$ cat config.mk
export PLATFORM = sky130hd
export DESIGN_NAME = afc_top
export DESIGN_NICKNAME = d
export VERILOG_FILES = /design/src/design/afc_pkg.sv /design/src/design/afc_decode.sv /design/src/design/afc_top.sv
export SDC_FILE = /design/constraint.sdc
export NUM_CORES = 1
export LEC_CHECK = 0
export BUFFER_PORTS_ARGS = -buffer_cell sky130_fd_sc_hd__buf_2
export CORE_MARGIN = 2
export CORE_UTILIZATION = 25
export DETAILED_ROUTE_END_ITERATION = 6
export PLACE_DENSITY = 0.53
export SYNTH_ARGS = -nofsm -noshare
export SYNTH_HDL_FRONTEND = slang
export SYNTH_HIERARCHICAL = 1
export SYNTH_SLANG_ARGS = --single-unit
$ cat constraint.sdc
create_clock -name clk -period 2.44 [get_ports clk]
set_clock_uncertainty 0.1 [all_clocks]
set_input_delay 0.366 -clock clk [delete_from_list [all_inputs] [get_ports clk]]
set_output_delay 0.366 -clock clk [all_outputs]
set_load 0.005 [all_outputs]
$ cat src/design/afc_pkg.sv
// package for the converter flow control and interrupt enable block
// assumes a classic wishbone slave with 32-bit data and byte addressing
package afc_pkg;
    // ==========================================================
    // register indices (byte address = index * 4)
    localparam logic [3:0] AFC_IDX_ERR_IE = 4'h6;
    localparam logic [3:0] AFC_IDX_EVT_IE = 4'h7;
    localparam logic [3:0] AFC_IDX_ERR_FLG = 4'h8;
    localparam logic [3:0] AFC_IDX_CTRL = 4'h0;
    localparam logic [3:0] AFC_IDX_STAT = 4'h1;
    localparam logic [3:0] AFC_IDX_EVT_FLG = 4'h2;
    localparam logic [3:0] AFC_IDX_MODE = 4'h3;
    localparam int AFC_ADDR_W = 6;

    // ==========================================================
    // error enable / flag bit positions
    localparam int AFC_B_IA = 7;
    localparam int AFC_B_CMD = 6;
    localparam int AFC_B_EOL = 5;
    localparam int AFC_B_TRIGGER_REQUEST = 3;
    localparam int AFC_B_RSTAR = 2;
    localparam int AFC_B_LOAD_OK = 1;
    // event enable / flag bit positions
    localparam int AFC_B_ABORT_DONE = 7;
    localparam int AFC_B_OVERRUN = 6;
    // control register bit positions (write one = request)
    localparam int AFC_C_RESTART = 3;
    localparam int AFC_C_TRIGGER = 2;
    localparam int AFC_C_ABORT = 1;
    localparam int AFC_C_LOAD_OK = 0;
    localparam int AFC_C_SOFT_RST = 7;

    // ==========================================================
    // reset values and write/fatal masks
    localparam logic [7:0] AFC_RST_ERR_IE = 8'h00;
    localparam logic [7:0] AFC_RST_EVT_IE = 8'h00;
    localparam logic [7:0] AFC_RST_FLAGS = 8'h00;
    localparam logic [7:0] AFC_ERR_IE_MASK = 8'hEE;
    localparam logic [7:0] AFC_EVT_IE_MASK = 8'hC0;
    localparam logic [7:0] AFC_FATAL_MASK = 8'hE8;

    typedef enum logic {AFC_MODE_RESTART, AFC_MODE_TRIGGER} afc_mode_t;

    // one set of simultaneous flow control requests
    typedef struct packed {
        logic restart_request;
        logic trigger_request;
        logic sequence_abort_request;
        logic load_ok;
    } afc_req_t;

    // actions decoded from a request set
    typedef struct packed {
        logic swap_list;
        logic start_seq;
        logic load_top;
        logic abort_all;
        logic auto_trigger;
        logic trigger_error;
    } afc_act_t;
endpackage

$ cat src/design/afc_decode.sv
// decodes one set of flow control requests into actions
// assumes requests and mode are sampled in the same cycle by the caller
`timescale 1ns/100ps
module afc_decode
    import afc_pkg::*;
(
    // request set and mode
    input wire afc_pkg::afc_req_t req,
    input wire afc_pkg::afc_mode_t mode,
    // decoded actions
    output afc_pkg::afc_act_t act
);
    always_comb begin
        act = '0;
        act.abort_all = req.sequence_abort_request;
        if (req.restart_request && req.trigger_request && mode == AFC_MODE_RESTART) begin
            act.trigger_error = 1'b1;
        end else begin
            act.load_top = req.restart_request;
            act.swap_list = req.restart_request & req.load_ok;
            // trigger mode auto trigger; start on a trigger request in either mode
            act.auto_trigger = req.restart_request & req.trigger_request;
            act.start_seq = req.trigger_request;
        end
    end
endmodule

$ cat src/design/afc_top.sv
// flow control decode, error/event flags and interrupt enables of a converter sequencer
// assumes a classic wishbone master on clk; converter datapath events arrive as pulses
//
// The Wishbone interface to the registers was left to the implementer.
`timescale 1ns/100ps
module afc_top
    import afc_pkg::*;
(
    // clock and reset
    input wire logic clk,
    input wire logic rst,
    // wishbone slave
    input wire logic cyc_i,
    input wire logic stb_i,
    input wire logic we_i,
    input wire logic [AFC_ADDR_W-1:0] adr_i,
    input wire logic [3:0] sel_i,
    input wire logic [31:0] dat_i,
    output logic [31:0] dat_o,
    output logic ack_o,
    output logic err_o,
    // converter datapath events (one-cycle pulses)
    input wire logic illegal_access_evt,
    input wire logic command_value_evt,
    input wire logic list_end_missing_evt,
    input wire logic abort_done_evt,
    input wire logic flag_overrun_evt,
    input wire logic restart_no_load_evt,
    // decoded actions to the datapath (one-cycle pulses) and the halted level
    output afc_pkg::afc_act_t act_o,
    output logic halted_o,
    // interrupt outputs
    output logic err_irq_o,
    output logic evt_irq_o,
    output logic irq_o
);
    import afc_pkg::*;

    // ==========================================================
    // bus decode
    function automatic logic hit(input logic [AFC_ADDR_W-1:0] a, input logic [3:0] idx);
        hit = (a[AFC_ADDR_W-1:2] == idx);
    endfunction

    logic req_v;
    logic wr_v;
    logic rd_v;
    logic mapped;
    assign req_v = cyc_i & stb_i & ~ack_o & ~err_o;
    assign wr_v = req_v & we_i & sel_i[0];
    assign rd_v = req_v & ~we_i;
    assign mapped = hit(adr_i, AFC_IDX_ERR_IE) | hit(adr_i, AFC_IDX_EVT_IE)
                  | hit(adr_i, AFC_IDX_ERR_FLG) | hit(adr_i, AFC_IDX_CTRL)
                  | hit(adr_i, AFC_IDX_STAT) | hit(adr_i, AFC_IDX_EVT_FLG)
                  | hit(adr_i, AFC_IDX_MODE);

    // ==========================================================
    // request decode
    afc_req_t req;
    afc_act_t act;
    logic soft_rst;
    logic ctrl_wr;
    assign ctrl_wr = wr_v & hit(adr_i, AFC_IDX_CTRL);
    assign soft_rst = ctrl_wr & dat_i[AFC_C_SOFT_RST];

    logic [7:0] err_ie_q, err_ie_d;
    logic [7:0] evt_ie_q, evt_ie_d;
    logic [7:0] err_flg_q, err_flg_d;
    logic [7:0] evt_flg_q, evt_flg_d;
    afc_mode_t mode_q, mode_d;
    logic halted;

    // requests are ignored while a severe error stands
    assign halted = |(err_flg_q & AFC_FATAL_MASK);

    always_comb begin
        req = '0;
        if (ctrl_wr && !halted) begin
            req.restart_request = dat_i[AFC_C_RESTART];
            req.trigger_request = dat_i[AFC_C_TRIGGER];
            req.sequence_abort_request = dat_i[AFC_C_ABORT];
            req.load_ok = dat_i[AFC_C_LOAD_OK];
        end
    end

    afc_decode u_dec (
        .req(req),
        .mode(mode_q),
        .act(act)
    );

    // ==========================================================
    // registers and flags
    always_comb begin
        err_ie_d = err_ie_q;
        evt_ie_d = evt_ie_q;
        mode_d = mode_q;
        err_flg_d = err_flg_q;
        evt_flg_d = evt_flg_q;
        if (wr_v && hit(adr_i, AFC_IDX_ERR_IE)) begin
            err_ie_d = dat_i[7:0] & AFC_ERR_IE_MASK;
        end
        if (wr_v && hit(adr_i, AFC_IDX_EVT_IE)) begin
            evt_ie_d = dat_i[7:0] & AFC_EVT_IE_MASK;
        end
        if (wr_v && hit(adr_i, AFC_IDX_MODE)) begin
            mode_d = afc_mode_t'(dat_i[0]);
        end
        // write one clears the two soft errors
        if (wr_v && hit(adr_i, AFC_IDX_ERR_FLG)) begin
            err_flg_d[AFC_B_RSTAR] = err_flg_d[AFC_B_RSTAR] & ~dat_i[AFC_B_RSTAR];
            err_flg_d[AFC_B_LOAD_OK] = err_flg_d[AFC_B_LOAD_OK] & ~dat_i[AFC_B_LOAD_OK];
        end
        // event flags clear on read
        if (rd_v && hit(adr_i, AFC_IDX_EVT_FLG)) begin
            evt_flg_d = AFC_RST_FLAGS;
        end
        // soft reset clears every error flag
        if (soft_rst) begin
            err_flg_d = AFC_RST_FLAGS;
        end
        // sets win over clears
        if (illegal_access_evt) begin
            err_flg_d[AFC_B_IA] = 1'b1;
        end
        if (command_value_evt) begin
            err_flg_d[AFC_B_CMD] = 1'b1;
        end
        if (list_end_missing_evt) begin
            err_flg_d[AFC_B_EOL] = 1'b1;
        end
        if (act.trigger_error) begin
            err_flg_d[AFC_B_TRIGGER_REQUEST] = 1'b1;
        end
        if (restart_no_load_evt) begin
            err_flg_d[AFC_B_LOAD_OK] = 1'b1;
        end
        if (req.restart_request && req.trigger_request && mode_q == AFC_MODE_TRIGGER
            && req.load_ok && !req.sequence_abort_request) begin
            err_flg_d[AFC_B_RSTAR] = err_flg_d[AFC_B_RSTAR];
        end
        if (abort_done_evt) begin
            evt_flg_d[AFC_B_ABORT_DONE] = 1'b1;
        end
        // overrun of any done flag or list end flag
        if (flag_overrun_evt) begin
            evt_flg_d[AFC_B_OVERRUN] = 1'b1;
        end
    end

    always_ff @(posedge clk or posedge rst) begin
        if (rst) begin
            err_ie_q <= AFC_RST_ERR_IE;
            evt_ie_q <= AFC_RST_EVT_IE;
            err_flg_q <= AFC_RST_FLAGS;
            evt_flg_q <= AFC_RST_FLAGS;
            mode_q <= AFC_MODE_RESTART;
        end else begin
            err_ie_q <= err_ie_d;
            evt_ie_q <= evt_ie_d;
            err_flg_q <= err_flg_d;
            evt_flg_q <= evt_flg_d;
            mode_q <= mode_d;
        end
    end

    // ==========================================================
    // bus answer, action pulses and interrupt outputs
    logic [31:0] rdata;
    always_comb begin
        rdata = 32'h0000_0000;
        if (hit(adr_i, AFC_IDX_ERR_IE)) begin
            rdata[7:0] = err_ie_q;
        end else if (hit(adr_i, AFC_IDX_EVT_IE)) begin
            rdata[7:0] = evt_ie_q;
        end else if (hit(adr_i, AFC_IDX_ERR_FLG)) begin
            rdata[7:0] = err_flg_q;
        end else if (hit(adr_i, AFC_IDX_EVT_FLG)) begin
            rdata[7:0] = evt_flg_q;
        end else if (hit(adr_i, AFC_IDX_MODE)) begin
            rdata[0] = mode_q;
        end else if (hit(adr_i, AFC_IDX_STAT)) begin
            rdata[0] = halted;
        end
    end

    logic ack_d, err_d;
    logic [31:0] dat_d;
    afc_act_t act_d;
    logic err_irq_d, evt_irq_d;
    always_comb begin
        ack_d = req_v & mapped;
        err_d = req_v & ~mapped;
        dat_d = rd_v ? rdata : 32'h0000_0000;
        act_d = act;
        err_irq_d = |(err_flg_d & err_ie_d);
        evt_irq_d = |(evt_flg_d & evt_ie_d);
    end

    always_ff @(posedge clk or posedge rst) begin
        if (rst) begin
            ack_o <= 1'b0;
            err_o <= 1'b0;
            dat_o <= 32'h0000_0000;
            act_o <= '0;
            halted_o <= 1'b0;
            err_irq_o <= 1'b0;
            evt_irq_o <= 1'b0;
            irq_o <= 1'b0;
        end else begin
            ack_o <= ack_d;
            err_o <= err_d;
            dat_o <= dat_d;
            act_o <= act_d;
            halted_o <= |(err_flg_d & AFC_FATAL_MASK);
            err_irq_o <= err_irq_d;
            evt_irq_o <= evt_irq_d;
            irq_o <= err_irq_d | evt_irq_d;
        end
    end
endmodule

==> impl_results.md <==
- Outcome: finished, final reports clean
- Placement Rows: 37
- Maxcap violations: 0
- Slack of the critical path: 366 ps
- Gr usage total: 0.107
- Setup TNS: 0 ps
- Area growth, synth to finish: 15.5%
- Initial antenna violation count: 0
- Die footprint: 11200 µm²
- Synth Warn #: 6
- Layout cell share with drive strength beyond 1: 0.281
- Fmax: 482 MHz
- Worst skew pair latency: 310 ps
- Most common cell after layout, fill and taps aside: dfrtp_1
- PortBufs: 42
- R2R cell count: 8
- Fin nets: 333
- Worst hold slack: 0.225 ps
- Critical path arrival: 2220 ps
- Hpwl dp: 4410 µm
- Final core utilization: 0.293
- Cell Area, Synth: 2580 µm²
- Post-DP Area: 2870 µm²
- I/O pin total: 97
- RSZ-0062 raised after global routing: false
- Register area share after synthesis: 0.514
- H-Tree Depth: 2
- CP startpoint kind: flip-flop
- Global-route wire length before repair: 9300 µm
- Reg2reg setup slack: 370 ps
- CTS tree: built
- Worst Path Required: 2590 ps
- Vias: 1770
- DP Worst Slack: 341 ps
- Iteration-0 DRC Markers: 88
- Wire length per cell: 13.7 µm
- Hold buffers post-CTS: 0
- Core area: 10200 µm²
- Largest net degree at the start of global routing: 30
- VDD IR max: 0.251 mV
- Last element of the critical path: err_irq_o
- Fill cells: 1106
- Clock Tree Buf Depth: 2
- Pwr/cell area: 557 nW/µm²
- Leak: 1.47 nW
- Minimum clock period: 2070 ps
- Final wirelength: 5710 µm
- Crit path from: err_flg_q[3]
- Initial core utilization: 0.254
- Postcts setup bufs: 0
- Commonest non-fill, non-tap cells in the layout: 53 x dfrtp_1, 42 x buf_2, 24 x conb_1
- Synth unique cells: 46
- TritonCTS buffer count: 5
- Slew margin rel.: 0.622
- Clock sink total: 53
- Mean Syn Cell Area: 11.0 µm²
- Hold Vio Cnt, Final: 0
- Drt pass-1 iters: 4
- Reg2reg start: err_flg_q[3]
- Die span in y: 106 µm
- Post-route ant nets: 0
- Die Wd: 106 µm
- Grt ovf: 0
- Synthesized flop and latch total: 53
- Syn Inst Count: 234
- Worst reg2reg path endpoint: err_irq_o
- Slew @ Worst Pin: 565 ps
- Final setup viols: 0
- Clock Tree Root: clkbuf_8
- Worst hold path class: in2async
- Post-synth EDFFs: 0
- N_diodes: 0
- Most used DFF post-synth: dfrtp_1
- CP endpoint kind: flip-flop
- Asr flop ratio synth: 1.00
- Mean number of vias per cell: 4.24
- Critical path class: reg2reg
- Routability cong.: 0.791
- Max Fanout on Critical Path: 4
- Clock slew at reported path FFs: 100 ps
- DRC: 0
- Slew Viols, Final: 0
- Final period utilization: 0.850
- Post-cts resize count: 0
- Vias in the first global route: 1780
- Final instance area: 2980 µm²
area by class of cell:
class                   instances  area, µm²  area share
clock buffers                   6       72.6      0.0243
clock inverters                 2       38.8      0.0130
inverters                      21       78.8      0.0264
multi-input cells             148       1000       0.337
flip-flops and latches         53       1330       0.445
well taps                     136        170      0.0571
repair buffers                 51        290      0.0974
stage by stage:
step / std cells / total power, mW
floorplan: 257 / 1.06
global placement: 409 / 1.08
detailed placement: 409 / 1.09
CTS: 417 / 1.68
global route: 417 / 1.74
finish: 417 / 1.66
critical path, stage by stage (launching register included):
cell and delay [ps]:
dfrtp_1 430, nor4_1 440, and3_1 290, and2_1 190, nand2_1 80, nor2_1 140, o22ai_1 120, o2111a_1 160
nand2_1 70
worst min-delay path by stage:
stage,start,endpoint
final,rst,err_ie_q[1]
after global routing,rst,evt_flg_q[4]
after CTS,rst,ack_o
after detailed placement,rst,evt_ie_q[1]
after global placement,rst,evt_flg_q[1]
after floorplan,evt_flg_q[6],evt_flg_q[6]
state kept, by name (all words and copies together), names as in the netlist, 6 cells and up:
signal and count:
evt_ie_q 8, act_o 6, dat_o 8, evt_flg_q 8, err_ie_q 8, err_flg_q 8
where the power goes:
group / leakage [nW] / switching (mW) / internal [mW]
Combinational: 0.747 / 0.0963 / 0.0584
Sequential: 0.673 / 0.0136 / 0.898
Clock: 0.0554 / 0.287 / 0.308
Total: 1.47 / 0.397 / 1.26
metal layers:
layer / global-route usage / share of wire
met2: 0.174 / 0.47
met4: 0.0376 / 0.015
met3: 0.0179 / 0.036
met5: 0 / 0
met1: 0.145 / 0.48
cell usage after synthesis (2+ instances only):
library cell,number,area [µm²]
a22oi_1,4,30.0
buf_2,3,15.0
buf_6,3,33.8
nand2b_1,3,18.8
nand3_1,3,15.0
nor2b_1,2,12.5
a21oi_1,13,65.1
a222oi_1,8,80.1
nand2_1,14,52.6
and4_1,3,26.3
and2_2,6,45.0
dfrtp_1,53,1330
mux2i_1,6,60.1
o21ai_1,2,10.0
a31oi_1,4,25.0
nand4_1,3,18.8
and3_1,4,25.0
nor2_1,6,22.5
nor4b_4,2,47.6
buf_4,26,195
o21ai_0,2,10.0
or2_2,3,18.8
and2_1,14,87.6
nand3_2,2,20.0
inv_1,21,78.8
o22ai_1,2,12.5
and4bb_4,2,32.5
a41oi_1,2,17.5
logic make-up (layout without fill, tap and decap cells):
group / after synthesis / in the layout / share of synthesized area
simple gates: 73 / 73 / 0.201
buf+inv: 56 / 80 / 0.131
flops: 53 / 53 / 0.514
compound gates: 44 / 44 / 0.126
mux: 7 / 7 / 0.0276
other cells: 1 / 24 / 0.00145
Note: power is estimated with default switching activity, not from simulation.
